`src/core/lmic_pkg.sv`:
```
// lmic_pkg: register codes, field positions, timing and carrier types for
// the led matrix intensity and plane control block.
// assumes a 125 MHz core clock and a decoded serial register write port.
package lmic_pkg;

   // -------------------------------------------------------------------
   // register codes
   // -------------------------------------------------------------------
   localparam logic [7:0] ADDR_PANEL   = 8'h02;
   localparam logic [7:0] ADDR_DIG0    = 8'h03;
   localparam logic [7:0] ADDR_DIG1    = 8'h04;
   localparam logic [7:0] ADDR_DRV     = 8'h08;
   localparam logic [7:0] ADDR_DPTR_LO = 8'h09;
   localparam logic [7:0] ADDR_DPTR_HI = 8'h0A;
   localparam logic [7:0] ADDR_PLANE   = 8'h0B;
   localparam logic [7:0] ADDR_CFG     = 8'h0D;

   // -------------------------------------------------------------------
   // fields
   // -------------------------------------------------------------------
   localparam int         CFG_DEPTH_BIT = 7;
   localparam int         CFG_PLANE_LSB = 2;
   localparam int         PC_FAST_BIT   = 7;
   localparam int         PC_AUTO_BIT   = 6;
   localparam int         PC_CNT_W      = 6;
   localparam int         DPTR_W        = 14;
   localparam int         DPTR_HI_W     = 6;
   localparam logic [7:0] PANEL_MIN     = 8'h02;
   localparam logic [7:0] PANEL_LOW_MAX = 8'h02;
   localparam logic [1:0] PLANE_FIRST   = 2'h0;
   localparam logic [3:0] PAT_LEN       = 4'hC;
   localparam logic [1:0] PIX_FULL      = 2'h3;
   localparam logic [1:0] PIX_HIGH      = 2'h2;
   localparam logic [1:0] PIX_LOW       = 2'h1;

   // -------------------------------------------------------------------
   // timing
   // -------------------------------------------------------------------
   localparam int CLK_PERIOD_NS   = 8;
   localparam int SECOND_NS       = 1000000000;
   localparam int SEC_CYC         = SECOND_NS / CLK_PERIOD_NS;
   localparam int DIGIT_PERIOD_NS = 122000;
   localparam int PWM_STEPS       = 256;
   // longest step time, so rounded down
   localparam int PWM_STEP_CYC    =
      DIGIT_PERIOD_NS / (CLK_PERIOD_NS * PWM_STEPS);

   // -------------------------------------------------------------------
   // carriers
   // -------------------------------------------------------------------
   typedef struct packed {
      logic       wr;
      logic [7:0] addr;
      logic [7:0] data;
   } lmic_reg_req_t;

   typedef struct packed {
      logic       panel_on;
      logic [1:0] digit_on;
      logic [1:0] pixel_on;
   } lmic_drive_t;

   typedef struct packed {
      logic [7:0]        panel;
      logic [1:0][7:0]   dig_int;
      logic [7:0]        drv_sel;
      logic [13:0]       dptr;
      logic [7:0]        pc;
      logic              pc_pend;
      logic [7:0]        cfg;
      logic [1:0]        plane;
      logic [31:0]       acc;
      logic [5:0]        sec_cnt;
      logic [15:0]       step_cnt;
      logic [7:0]        pwm_cnt;
      logic [3:0]        frame_idx;
      logic [7:0]        rdata;
      lmic_drive_t       drive;
   } lmic_state_t;

   localparam lmic_state_t STATE_RST = '0;

endpackage : lmic_pkg

```
`src/core/lmic_digit.sv`:
```
// lmic_digit: per-digit duty scaling and pixel frame modulation.
// purely combinational; the caller registers every result.
`timescale 1ns/100ps
`default_nettype none

module lmic_digit
(
   input  wire logic [7:0] panel_duty,
   input  wire logic [7:0] dig_int,
   input  wire logic [7:0] pwm_cnt,
   input  wire logic [3:0] frame_idx,
   input  wire logic [1:0] pix_code,
   input  wire logic       two_bit,
   input  wire logic       geometric,
   output logic            digit_on,
   output logic            pixel_on
);

   logic [15:0] prod;
   logic [7:0]  duty;
   logic [1:0]  mod3;
   logic [1:0]  mod4;

   always_comb
   begin
      prod     = 16'(panel_duty) * 16'(dig_int);
      duty     = prod[15:8];
      digit_on = pwm_cnt < duty;
      mod3     = 2'(frame_idx % 4'h3);
      mod4     = frame_idx[1:0];
      // ------------------------------------------------------------
      // pixel level: pix_code bit 0 in one-bit depth, else from the 12-frame pattern
      // ------------------------------------------------------------
      if (!two_bit)
      begin
         pixel_on = pix_code[0];
      end
      else
      begin
         case (pix_code)
            lmic_pkg::PIX_FULL: pixel_on = 1'b1;
            lmic_pkg::PIX_HIGH:
               pixel_on = geometric ? ~frame_idx[0] : (mod3 != 2'h1);
            lmic_pkg::PIX_LOW:
               pixel_on = geometric ? (mod4 == 2'h1) : (mod3 == 2'h1);
            default: pixel_on = 1'b0;
         endcase
      end
   end

endmodule : lmic_digit
`default_nettype wire

```
`src/core/lmic_top.sv`:
```
// lmic_top: panel brightness, digit intensity, plane depth, indirect
// pointers and plane sequencer of one matrix driver.
// assumes the serial front end hands over decoded register writes, a
// pulse per data byte and a pulse at the chip-select rising edge, all
// synchronous to core_clk.
`timescale 1ns/100ps
`default_nettype none

module lmic_top
#(
   parameter bit FOUR_STEP    = 1'b1,
   parameter int SEC_CYC      = lmic_pkg::SEC_CYC,
   parameter int PWM_STEP_CYC = lmic_pkg::PWM_STEP_CYC
)
(
   input  wire logic                  core_clk,
   input  wire logic                  resetn,
   input  wire lmic_pkg::lmic_reg_req_t req,
   input  wire logic [7:0]            rd_addr,
   input  wire logic                  byte_done,
   input  wire logic                  cs_rise,
   input  wire logic [1:0]            digit_geometric,
   input  wire logic [1:0][1:0]       pix_code,
   output lmic_pkg::lmic_drive_t      drive,
   output logic [7:0]                 rdata,
   output logic [1:0]                 cur_plane,
   output logic                       plane_depth_select,
   output logic [13:0]                disp_ptr,
   output logic [7:0]                 driver_sel
);

   lmic_pkg::lmic_state_t s_q;
   lmic_pkg::lmic_state_t s_d;
   logic [7:0]            panel_duty;
   logic [1:0]            dig_on;
   logic [1:0]            pix_on;
   logic                  two_bit;
   logic [5:0]            cnt_n;
   logic                  auto_on;
   logic                  fast_on;
   logic                  advance;
   logic [31:0]           acc_sum;
   logic [1:0]            last_plane;

   // --------------------------------------------------------------------
   // per-digit scaling
   // --------------------------------------------------------------------
   generate
      for (genvar g = 0; g < 2; g++)
      begin : g_digit
         lmic_digit u_digit
         (
            .panel_duty (panel_duty),
            .dig_int    (s_q.dig_int[g]),
            .pwm_cnt    (s_q.pwm_cnt),
            .frame_idx  (s_q.frame_idx),
            .pix_code   (pix_code[g]),
            .two_bit    (two_bit),
            .geometric  (digit_geometric[g]),
            .digit_on   (dig_on[g]),
            .pixel_on   (pix_on[g])
         );
      end
   endgenerate

   // --------------------------------------------------------------------
   // next state
   // --------------------------------------------------------------------
   always_comb
   begin
      s_d     = s_q;
      two_bit = s_q.cfg[lmic_pkg::CFG_DEPTH_BIT];
      // codes below the minimum clamp to 2/256
      panel_duty = (s_q.panel <= lmic_pkg::PANEL_LOW_MAX)
                 ? lmic_pkg::PANEL_MIN : s_q.panel;
      cnt_n      = s_q.pc[lmic_pkg::PC_CNT_W-1:0];
      // an uncommitted plane register must not start or steer the timer
      auto_on    = s_q.pc[lmic_pkg::PC_AUTO_BIT] && !s_q.pc_pend;
      fast_on    = s_q.pc[lmic_pkg::PC_FAST_BIT];
      last_plane = two_bit ? 2'h1 : 2'h3;
      advance    = 1'b0;
      acc_sum    = 32'h00000000;

      // PWM step prescaler and 12-frame modulation index
      if (s_q.step_cnt >= 16'(PWM_STEP_CYC - 1))
      begin
         s_d.step_cnt = 16'h0000;
         s_d.pwm_cnt  = s_q.pwm_cnt + 8'h01;
         if (s_q.pwm_cnt == 8'hFF)
         begin
            s_d.frame_idx = (s_q.frame_idx >= lmic_pkg::PAT_LEN - 4'h1)
                          ? 4'h0 : s_q.frame_idx + 4'h1;
         end
      end
      else
      begin
         s_d.step_cnt = s_q.step_cnt + 16'h0001;
      end

      // ---------------------------------------------------------------
      // automatic plane timer
      // ---------------------------------------------------------------
      if (auto_on && cnt_n != 6'h00)
      begin
         if (fast_on)
         begin
            // adds N per cycle, so N wraps per second
            acc_sum = s_q.acc + 32'(cnt_n);
            if (acc_sum >= 32'(SEC_CYC))
            begin
               s_d.acc = acc_sum - 32'(SEC_CYC);
               advance = 1'b1;
            end
            else
            begin
               s_d.acc = acc_sum;
            end
         end
         else
         begin
            if (s_q.acc >= 32'(SEC_CYC - 1))
            begin
               s_d.acc = 32'h00000000;
               if (s_q.sec_cnt + 6'h01 >= cnt_n)
               begin
                  s_d.sec_cnt = 6'h00;
                  advance     = 1'b1;
               end
               else
               begin
                  s_d.sec_cnt = s_q.sec_cnt + 6'h01;
               end
            end
            else
            begin
               s_d.acc = s_q.acc + 32'h00000001;
            end
         end
      end

      if (advance)
      begin
         s_d.plane = (s_q.plane >= last_plane)
                   ? lmic_pkg::PLANE_FIRST : s_q.plane + 2'h1;
      end
      else if (two_bit && s_q.plane > last_plane)
      begin
         s_d.plane = {1'b0, s_q.plane[0]};
      end

      // display pointer steps per data byte; a pointer register write wins for the bits it writes
      if (byte_done)
      begin
         s_d.dptr = s_q.dptr + 14'h0001;
      end

      // ---------------------------------------------------------------
      // register writes
      // ---------------------------------------------------------------
      if (req.wr)
      begin
         case (req.addr)
            lmic_pkg::ADDR_PANEL: s_d.panel      = req.data;
            lmic_pkg::ADDR_DIG0:  s_d.dig_int[0] = req.data;
            lmic_pkg::ADDR_DIG1:  s_d.dig_int[1] = req.data;
            lmic_pkg::ADDR_DRV:   s_d.drv_sel    = req.data;
            lmic_pkg::ADDR_DPTR_LO:
               s_d.dptr[7:0] = req.data;
            lmic_pkg::ADDR_DPTR_HI:
               s_d.dptr[lmic_pkg::DPTR_W-1:8] =
                  req.data[lmic_pkg::DPTR_HI_W-1:0];
            lmic_pkg::ADDR_PLANE:
            begin
               s_d.pc      = req.data;
               s_d.pc_pend = 1'b1;
            end
            lmic_pkg::ADDR_CFG:
            begin
               s_d.cfg = req.data;
               // plane bits are read-only, always show the live plane
               s_d.cfg[lmic_pkg::CFG_PLANE_LSB +: 2] = 2'h0;
               if (!FOUR_STEP)
               begin
                  s_d.cfg[lmic_pkg::CFG_DEPTH_BIT] = 1'b0;
               end
            end
            default: ;
         endcase
      end

      // plane register takes effect at the chip-select rising edge
      if (cs_rise && (s_q.pc_pend || (req.wr
          && req.addr == lmic_pkg::ADDR_PLANE)))
      begin
         s_d.pc_pend = 1'b0;
         s_d.acc     = 32'h00000000;
         s_d.sec_cnt = 6'h00;
         if (s_d.pc[lmic_pkg::PC_AUTO_BIT])
         begin
            s_d.plane = lmic_pkg::PLANE_FIRST;
         end
         else if (s_d.cfg[lmic_pkg::CFG_DEPTH_BIT])
         begin
            s_d.plane = {1'b0, s_d.pc[0]};
         end
         else
         begin
            s_d.plane = s_d.pc[1:0];
         end
      end

      // ---------------------------------------------------------------
      // read back and drive
      // ---------------------------------------------------------------
      case (rd_addr)
         lmic_pkg::ADDR_PANEL:   s_d.rdata = s_q.panel;
         lmic_pkg::ADDR_DIG0:    s_d.rdata = s_q.dig_int[0];
         lmic_pkg::ADDR_DIG1:    s_d.rdata = s_q.dig_int[1];
         lmic_pkg::ADDR_DRV:     s_d.rdata = s_q.drv_sel;
         lmic_pkg::ADDR_DPTR_LO: s_d.rdata = s_q.dptr[7:0];
         lmic_pkg::ADDR_DPTR_HI:
            s_d.rdata = {2'h0, s_q.dptr[lmic_pkg::DPTR_W-1:8]};
         lmic_pkg::ADDR_PLANE:   s_d.rdata = s_q.pc;
         lmic_pkg::ADDR_CFG:
         begin
            s_d.rdata = s_q.cfg;
            s_d.rdata[lmic_pkg::CFG_PLANE_LSB +: 2] = s_q.plane;
         end
         default:                s_d.rdata = 8'h00;
      endcase

      s_d.drive.panel_on = s_q.pwm_cnt < panel_duty;
      s_d.drive.digit_on = dig_on;
      s_d.drive.pixel_on = pix_on;
   end

   // --------------------------------------------------------------------
   // state register
   // --------------------------------------------------------------------
   always_ff @(posedge core_clk)
   begin
      if (!resetn)
      begin
         s_q <= lmic_pkg::STATE_RST;
      end
      else
      begin
         s_q <= s_d;
      end
   end

   assign drive              = s_q.drive;
   assign rdata              = s_q.rdata;
   assign cur_plane          = s_q.plane;
   assign plane_depth_select = s_q.cfg[lmic_pkg::CFG_DEPTH_BIT];
   assign disp_ptr           = s_q.dptr;
   assign driver_sel         = s_q.drv_sel;

endmodule : lmic_top
`default_nettype wire

```
`config.mk`:
```
export PLATFORM = sky130hd
export DESIGN_NAME = lmic_top
export DESIGN_NICKNAME = d
export VERILOG_FILES = /design/src/core/lmic_pkg.sv /design/src/core/lmic_digit.sv /design/src/core/lmic_top.sv
export SDC_FILE = /design/constraint.sdc
export NUM_CORES = 1
export LEC_CHECK = 0
export BUFFER_PORTS_ARGS = -buffer_cell sky130_fd_sc_hd__clkbuf_2
export CAP_MARGIN = 20
export CORE_MARGIN = 4
export CORE_UTILIZATION = 65
export CTS_BUF_LIST = sky130_fd_sc_hd__clkbuf_4 sky130_fd_sc_hd__clkbuf_8
export CTS_CLUSTER_DIAMETER = 200
export DETAILED_ROUTE_END_ITERATION = 10
export PLACE_DENSITY_LB_ADDON = 0.25
export SLEW_MARGIN = 10
export SYNTH_ARGS = -nofsm -noshare
export SYNTH_HDL_FRONTEND = slang
export SYNTH_SLANG_ARGS = --single-unit
```
`constraint.sdc`:
```
create_clock -name core_clk -period 6.1 [get_ports core_clk]
set_input_delay 0.915 -clock core_clk [delete_from_list [all_inputs] [get_ports core_clk]]
set_output_delay 0.915 -clock core_clk [all_outputs]
set_load 0.01 [all_outputs]
```
==> results of run 1 <==
final timing paths:
| kind | startpoint | endpoint | slack [ns] | cells past startpoint |
|---|---|---|---|---|
| min reg2reg | s_q[25] | s_q[25] | 0.47 | 1 |
| max | s_q[140] | drive[2] | 0.33 | 25 |
| max reg2reg | s_q[140] | drive[2] | 0.33 | 25 |
| min | s_q[25] | s_q[25] | 0.47 | 1 |
state kept, by name (all words and copies together) (netlist names), 2 cells and up:
signal and flops:
driver_sel 8, drive 5, cnt_n 6, cur_plane 2
disp_ptr 14, rdata 8, s_q 97
through the flow:
stage / worst slack (ns) / cell area (sq um) / hold WS (ns)
global route: -0.00248 / 14400 / 0.504
finish: 0.334 / 14400 / 0.474
detailed placement: 0.275 / 14000 / 0.462
global placement: 0.514 / 14000 / 0.444
floorplan: 0.501 / 13800 / 0.430
CTS: 0.194 / 14400 / 0.484
cell usage after synthesis, drive strengths merged (4+ instances only):
master   number
and2        107
buf          66
mux2i        48
nand2b       15
nor4         22
o21ai        71
mux2          7
nand3b        7
or3           4
o211ai       22
a22oi        16
dfxtp       142
a21o         17
nor2        102
inv         126
clkbuf       61
o21bai        4
ha          114
nor2b        68
nand2       131
xor2         37
nor3         27
a211oi        9
or2           8
xnor2        61
nand3        53
a31oi         9
o22ai        20
a221oi       12
a21oi        63
o21a         13
o2111ai       6
nand4        16
o211a        16
a21boi       11
fa           71
nor3b         8
o31ai         5
and3         13
o31a          7
kinds of logic after synthesis:
kind of cell,after synthesis,synth area share
buf+inv,253,0.0832
compound gates,332,0.172
other cells,1,0.000272
mux,55,0.0409
flops,142,0.206
fa+ha+maj,185,0.207
simple gates,593,0.228
xor+xnor,98,0.0623
worst max-delay path, delay by kind of cell (launching register included):
kind / cells / cell delay, ns
AOI/OAI and AO/OA: 10 / 1.98
DFF: 1 / 0.34
adders and majority gates: 6 / 2.02
and+or+nand+nor: 5 / 0.87
xor gates and xnor gates: 1 / 0.18
buffers and inverters: 3 / 0.28
metal layers:
layer,vias to the layer above,part of all wire
li1,5671,-
met1,5689,0.43
met2,533,0.46
met3,95,0.080
met4,0,0.030
met5,-,0
power breakdown:
part,switching (mW),internal (mW)
Sequential,0.00963,0.936
Combinational,0.0565,0.0369
Clock,0.478,0.319
Total,0.544,1.29
cell type report:
class / count / share of cell area
Multi-Input combinational cell: 1273 / 0.683
Sequential cell: 142 / 0.197
Timing Repair Buffer: 91 / 0.0349
Inverter: 126 / 0.0328
Tap cell: 270 / 0.0234
Clock buffer: 17 / 0.0162
Clock inverter: 15 / 0.0129
==> impl_metrics.csv, run 1 <==
group,metric,value,unit
global_routing,grt_usage,0.290,
yosys,synth.avg_cell_area,8.30,sq um
floorplan,core-area,20600,sq um
timing,finalMaxSlewViolations,0,
final_layout,fin_cells,1934,
global_routing,grt_util_met1,0.389,
final_layout,final_common_cell,"dfxtp_1",
detailed_routing,route.vias.total,12000,
setup_path,crit_top_cell,"ha_1",
final_layout,ff_latch_area,2840,sq um
yosys,synth_warnings,0,
final_layout,final_core_util,0.701,
placed_design,routabilityCongestion,0.963,
timing,worst-slew-pin-transition,1.15,ns
yosys,synth_ff_type,"dfxtp_1",
clocking,htree_levels,4,
outcome,outcome,"finished, final reports clean",
yosys,syn_inst,1659,
detailed_routing,totalWireLength,34500,um
floorplan,start_util,0.670,
detailed_routing,vias_per_cell,6.20,
yosys,syn_area,13800,sq um
clocking,cts_tree,"done",
yosys,synth_cell_type_count,93,
clocking,clock_latency,0.48,ns
global_routing,grt_pass1_vias,11600,
placed_design,port_buffers,72,
placed_design,placed_cells,1902,
timing,hold_violations,0,
floorplan,die_y,154,um
yosys,synth_edf_count,0,
clocking,cts_buffers,17,
run,maxCapViolCount,0,
pwr,total_leakage_power,6.35,nW
yosys,async_reset_ff_frac,0,
detailed_routing,drt_iter0_markers,855,
floorplan,ios,73,
final_layout,antenna_cells,0,
global_routing,antenna_found_initial,0,
setup_path,cp.arrival,6.16,ns
clocking,ctsHoldBuffers,0,
yosys,yosys.area.top_type,"dfxtp_1",
clocking,clkTransAtPathRegs,0.11,ns
yosys,yosys_register_bits,142,
timing,slew_headroom,0.232,
global_routing,grt_overflow,0,
yosys,synth.top_cell.area_share,0.206,
global_routing,grt_use_met3,0.0540,
pwr,p_per_area,127,nW/um^2
detailed_routing,dr.pass1.iters,6,
setup_path,critPathKind,"flip-flop to flip-flop",
clocking,max-clock-path-buffers,2,
pwr,ir_drop,0.000127,V
global_routing,grt_pass1_wl,57200,um
setup_path,slowest_delay,0.52,ns
floorplan,fp.dieW,154,um
final_layout,layout-drive-gt1-share,0.103,
final_layout,n_fill_cell,1649,
setup_path,worstPathRequired,6.49,ns
global_routing,gr-usage-met2,0.472,
timing,fin_skew,0.0232,ns
global_routing,top_usage_layer,"met2",
final_layout,final_cell_mix,"142 x dfxtp_1, 130 x nand2_1, 126 x inv_1",
setup_path,start_kind,"flip-flop",
final_layout,multi_input_area,9840,sq um
clocking,post_cts_buffers,0,
setup_path,cp_slowest_cell,"fa_1",
clocking,clkSinkCount,142,
yosys,ys_top_cells_by_area,"dfxtp_1 21%, ha_1 10%, fa_1 10%, and2_1 4.9%, xnor2_1 3.9%",
clocking,cts_root_buf,"clkbuf_8",
detailed_routing,avgRoutedWirePerCell,17.8,um
timing,fmax,173,MHz
setup_path,worstPathMaxFanout,13,
detailed_routing,ant_nets,0,
yosys,ys_seq_area_frac,0.206,
timing,setup_viol,0,
global_routing,grt_start_max_net_pins,84,
final_layout,area_growth,4.67,%
detailed_routing,drc,0,
floorplan,rows,52,
placed_design,dpl.hpwl,25100,um
timing,period_minus_slack,5.77,ns
timing,finalCritPeriodShare,0.945,
pwr,total_power,1.84,mW
final_layout,nNetsFinal,1871,
timing,setup_tns,0,ns
floorplan,die-area,23600,sq um
clocking,cts.repair.resized,0,
setup_path,critPathCaptureType,"flip-flop",
min_path,hold_class,"flip-flop to flip-flop",
(Power assumes the default switching activity.)
==> run 2: changes to the inputs <==
- CORE_MARGIN: 4 -> not set
- MAX_ROUTING_LAYER: not set -> met4
==> run 2 against run 1 <==
- via count fell by 0.91%
- clock-buffer cell count stayed put
- hold slack better by 0.0068 ns
- sequential power hardly changed
- clock power rose by 4.9%
- power increased by 2.1%
- final area rose by 0.23%
- register-to-register slack better by 0.04 ns
- critical path depth stayed put
- cell count is 0.10% higher
- critical endpoint unchanged
- highest routed layer unchanged
==> impl_metrics.csv, run 2 (synthesis results as in run 1) <==
group,metric,value,unit
detailed_routing,vias_per_cell,6.14,
detailed_routing,drc,0,
detailed_routing,dr.pass1.iters,7,
floorplan,rows,52,
detailed_routing,avgRoutedWirePerCell,17.7,um
floorplan,die_y,148,um
setup_path,crit_buf_inv,3,
timing,finalMaxSlewViolations,0,
setup_path,crit_top_cell,"ha_1",
pwr,ir_drop,0.000135,V
placed_design,dpl.hpwl,25000,um
setup_path,start_kind,"flip-flop",
clocking,max-clock-path-buffers,2,
detailed_routing,ant_nets,0,
placed_design,placed_cells,1901,
setup_path,critPathCaptureType,"flip-flop",
setup_path,critical-path-top-delay-family,"adder cells",
clocking,clock_latency,0.47,ns
detailed_routing,route.vias.total,11900,
final_layout,final_core_util,0.705,
timing,finalCritPeriodShare,0.938,
floorplan,fp.dieW,148,um
timing,period_minus_slack,5.72,ns
run,maxCapViolCount,0,
final_layout,antenna_cells,0,
timing,setup_ws,0.377,ns
final_layout,layout-drive-gt1-share,0.104,
global_routing,grt_pass1_wl,57700,um
setup_path,worstPathMaxFanout,13,
final_layout,fin_area,14500,sq um
timing,slew_headroom,0.320,
final_layout,top_register,"s_q",
timing,fmax,175,MHz
placed_design,placed_area,14000,sq um
placed_design,port_buffers,72,
clocking,htree_levels,4,
setup_path,cp_slowest_cell,"fa_1",
placed_design,routabilityCongestion,0.990,
global_routing,grt_pass1_vias,11500,
detailed_routing,drt_iter0_markers,858,
global_routing,grt_usage,0.337,
timing,worst-slew-pin-transition,1.01,ns
timing,fin_skew,0.0141,ns
floorplan,start_util,0.672,
final_layout,fin_cells,1936,
clocking,clkTransAtPathRegs,0.10,ns
placed_design,dp_slack,0.0573,ns
clocking,cts_buffers,17,
setup_path,worstPathRequired,6.50,ns
final_layout,area_growth,4.91,%
final_layout,final_common_cell,"dfxtp_1",
final_layout,largest_register_ff_count,97,
clocking,clkSinkCount,142,
final_layout,final_cell_mix,"142 x dfxtp_1, 130 x nand2_1, 126 x inv_1",
setup_path,slowest_delay,0.53,ns
detailed_routing,totalWireLength,34300,um
timing,setup_viol,0,
floorplan,die-area,21800,sq um
outcome,outcome,"finished, final reports clean",
final_layout,nNetsFinal,1873,
timing,setup_tns,0,ns
floorplan,ios,73,
floorplan,core-area,20500,sq um
timing,hold_violations,0,
clocking,cts_root_buf,"clkbuf_8",
global_routing,grt_start_max_net_pins,82,
global_routing,grt_overflow,0,
pwr,total_leakage_power,6.38,nW
clocking,cts_tree,"done",
setup_path,critPathKind,"flip-flop to flip-flop",
min_path,hold_class,"flip-flop to flip-flop",
pwr,p_per_area,130,nW/um^2
setup_path,cp.arrival,6.13,ns
global_routing,antenna_found_initial,0,
-- run 2: power breakdown --
group | total (mW) | internal, mW | switching, mW
sequential | 0.946 | 0.936 | 0.00918
clock | 0.836 | 0.386 | 0.451
combinational | 0.0936 | 0.0368 | 0.0568
total | 1.88 | 1.36 | 0.517
-- run 2: final timing paths --
kind                            startpoint       end  slack (ns)  cells past startpoint
worst max-delay path              s_q[140]  drive[2]        0.38                     25
worst min-delay path               s_q[25]   s_q[25]        0.48                      1
worst max register to register    s_q[140]  drive[2]        0.38                     25
worst min register to register     s_q[25]   s_q[25]        0.48                      1
-- run 2: metal layers --
metal | vias to the layer above | GRT usage | share of wire
li1 | 5664 | - | -
met1 | 5701 | 0.438 | 0.44
met2 | 450 | 0.547 | 0.47
met3 | 64 | 0.0497 | 0.070
met4 | 0 | 0.0928 | 0.017
met5 | - | - | 0
-- run 2: timing repair --
item	CTS	global route
hold buffers	0	0
setup endpoints to repair	0	2
gates resized for setup	0	4
setup buffers	0	1
-- run 2: worst reg2reg max path, delay by kind of cell (launching register included) --
family | cells | cell delay, ns
adders and majority gates | 6 | 2.07
and+or+nand+nor | 5 | 0.83
AOI/OAI and AO/OA | 10 | 1.99
xor gates and xnor gates | 1 | 0.19
DFF | 1 | 0.32
buffers and inverters | 3 | 0.27
-- run 2: layout make-up --
type / instances / area (sq um)
Clock inverter: 15 / 190
Sequential cell: 142 / 2840
Fill cell: 1650 / 6040
Timing Repair Buffer: 93 / 529
Inverter: 126 / 473
Multi-Input combinational cell: 1273 / 9850
Tap cell: 270 / 338
Clock buffer: 17 / 234
-- run 2: metrics by stage --
step | power (mW) | hold WS, ns
2_1_floorplan | 1.02 | 0.430
3_3_place_gp | 1.06 | 0.446
5_1_grt | 1.94 | 0.504
3_5_place_dp | 1.06 | 0.458
6_report | 1.88 | 0.481
4_1_cts | 1.89 | 0.480
==> run 3: changes to the inputs <==
- CORE_UTILIZATION: 65 -> 35
==> run 3 against run 2 <==
- flip-flop and latch count unchanged
- clock power down 6.6%
- final area up 1.9%
- maximum frequency down 1.2%
- sequential share of layout area down 0.37 points
- largest power group unchanged
- highest routed layer unchanged
==> impl_metrics.csv, run 3 (synthesis results as in run 1) <==
group,metric,value,unit
outcome,outcome,"finished, final reports clean",
clocking,cts_buffers,17,
floorplan,die-area,40200,sq um
min_path,hold_path_end,"s_q[25]",
setup_path,regToRegStartpoint,"s_q[140]",
setup_path,worstPathRequired,6.50,ns
timing,worst-slew-pin-transition,0.958,ns
final_layout,antenna_cells,0,
floorplan,ios,73,
pwr,ir_drop,0.000112,V
placed_design,routabilityCongestion,0.899,
setup_path,worstPathMaxFanout,13,
pwr,comb_power_share,0.053,
final_layout,final_common_cell,"dfxtp_1",
final_layout,layout-drive-gt1-share,0.104,
pwr,total_power,1.82,mW
clocking,clkSinkCount,142,
final_layout,nNetsFinal,1873,
setup_path,critPathCaptureType,"flip-flop",
setup_path,critPathKind,"flip-flop to flip-flop",
setup_path,reg2reg_depth,25,
detailed_routing,route.vias.total,11600,
final_layout,area_growth,6.91,%
run,maxCapViolCount,0,
global_routing,grt_pass1_wl,62000,um
detailed_routing,dr.pass1.iters,5,
placed_design,dpl.hpwl,27100,um
clocking,clkTransAtPathRegs,0.10,ns
timing,setup_viol,0,
placed_design,port_buffers,72,
clocking,post_cts_buffers,0,
detailed_routing,ant_nets,0,
clocking,htree_levels,4,
timing,slew_headroom,0.357,
clocking,clock_latency,0.49,ns
pwr,clkPwrFrac,0.428,
pwr,p_per_area,124,nW/um^2
timing,hold_violations,0,
detailed_routing,drt_iter0_markers,653,
setup_path,rrSetupSlack,0.31,ns
final_layout,n_fill_cell,4019,
detailed_routing,vias_per_cell,5.30,
timing,finalMaxSlewViolations,0,
min_path,whs_path_depth,1,
floorplan,die_y,200,um
final_layout,final_cell_mix,"142 x dfxtp_1, 130 x nand2_1, 126 x inv_1",
pwr,p_sw,0.538,mW
floorplan,start_util,0.356,
timing,period_minus_slack,5.79,ns
clocking,ctsHoldBuffers,0,
pwr,swShare,0.295,
floorplan,fp.dieW,200,um
pwr,intPower,1.28,mW
setup_path,cp.arrival,6.19,ns
setup_path,start_kind,"flip-flop",
floorplan,core-area,38700,sq um
clocking,cts_root_buf,"clkbuf_8",
timing,fin_skew,0.0211,ns
global_routing,grt_overflow,0,
clocking,max-clock-path-buffers,2,
final_layout,largest_register_ff_count,97,
global_routing,grt_pass1_vias,11500,
detailed_routing,drc,0,
final_layout,multi_input_area,9840,sq um
detailed_routing,avgRoutedWirePerCell,17.0,um
final_layout,ff_latch_area,2840,sq um
min_path,min_from,"s_q[25]",
global_routing,grt_usage,0.197,
detailed_routing,totalWireLength,37200,um
floorplan,rows,72,
final_layout,top_register,"s_q",
pwr,total_leakage_power,6.35,nW
timing,finalCritPeriodShare,0.949,
clocking,cts_tree,"done",
pwr,seq_power_share,0.519,
setup_path,worstReg2RegEnd,"drive[2]",
global_routing,antenna_found_initial,0,
global_routing,grt_start_max_net_pins,82,
timing,fmax,173,MHz
final_layout,final_core_util,0.380,
min_path,hold_class,"flip-flop to flip-flop",
clocking,cts.repair.resized,0,
==> run 3: changes by cell type in the layout (fill, tap and decap cells not counted) <==
| cell | change |
|---|---|
| clkinv_8 | +3 |
| buf_6 | -1 |
| bufinv_16 | -2 |
| a21oi_1 | -1 |
| buf_8 | -1 |
| a21oi_2 | +1 |
| o41ai_2 | -1 |
| inv_6 | -1 |
| buf_4 | +2 |
| o41ai_1 | +1 |
==> run 3: worst max-delay path, stage by stage (launching register included) <==
cell and delay (ns):
dfxtp_1 0.34, nor4_2 0.40, nand2_1 0.11, o21a_2 0.30
and2_1 0.19, ha_1 0.19, fa_1 0.49, ha_1 0.29
inv_1 0.05, fa_1 0.53, inv_1 0.04, ha_1 0.28
a41o_1 0.21, a21o_1 0.17, a21o_1 0.17, a21oi_1 0.23
nor2b_1 0.12, o41ai_1 0.25, buf_4 0.18, o21bai_1 0.08
xnor2_1 0.13, ha_1 0.30, a21o_1 0.19, a211oi_2 0.25
nand3_1 0.11, o211ai_1 0.11
==> run 3: worst max path at each step <==
stage	endpoint	cells after the start	startpoint
3_5_place_dp	drive[2]	25	s_q[140]
2_1_floorplan	drive[2]	22	s_q[140]
3_3_place_gp	drive[2]	25	s_q[140]
5_1_grt	drive[2]	25	s_q[140]
4_1_cts	drive[2]	25	s_q[140]
6_report	drive[2]	25	s_q[140]
==> run 3: layer usage <==
layer / track usage / routed length [um] / vias up
li1: - / - / 5675
met1: 0.256 / 17300 / 5553
met2: 0.315 / 17200 / 312
met3: 0.0325 / 2050 / 42
met4: 0.0523 / 626 / 0
met5: - / 0 / -
==> run 3: power by group through the flow <==
stage	sequential, mW	combinational (mW)	clock, mW
detailed placement	0.968	0.0962	0
floorplan	0.963	0.0613	0
finish	0.946	0.0962	0.781
global route	0.948	0.107	0.845
CTS	0.946	0.0967	0.806
global placement	0.968	0.0956	0
==> run 3: area by class of cell <==
class,count,share of cell area
clock inverter,15,0.0116
timing repair buffer,93,0.0352
clock buffer,17,0.0159
tap,518,0.0440
multi-input combinational,1273,0.668
sequential,142,0.193
inverter,126,0.0321
==> run 3: metrics by stage <==
step | cells | setup WS, ns | TNS [ns] | hold WS (ns) | area (sq um)
6_report | 2184 | 0.310 | 0 | 0.472 | 14700
5_1_grt | 2184 | -0.0940 | -0.0943 | 0.509 | 14700
4_1_cts | 2184 | 0.246 | 0 | 0.485 | 14700
3_5_place_dp | 2152 | 0.265 | 0 | 0.461 | 14300
3_3_place_gp | 2152 | 0.443 | 0 | 0.446 | 14300
2_1_floorplan | 1668 | 0.501 | 0 | 0.430 | 13800
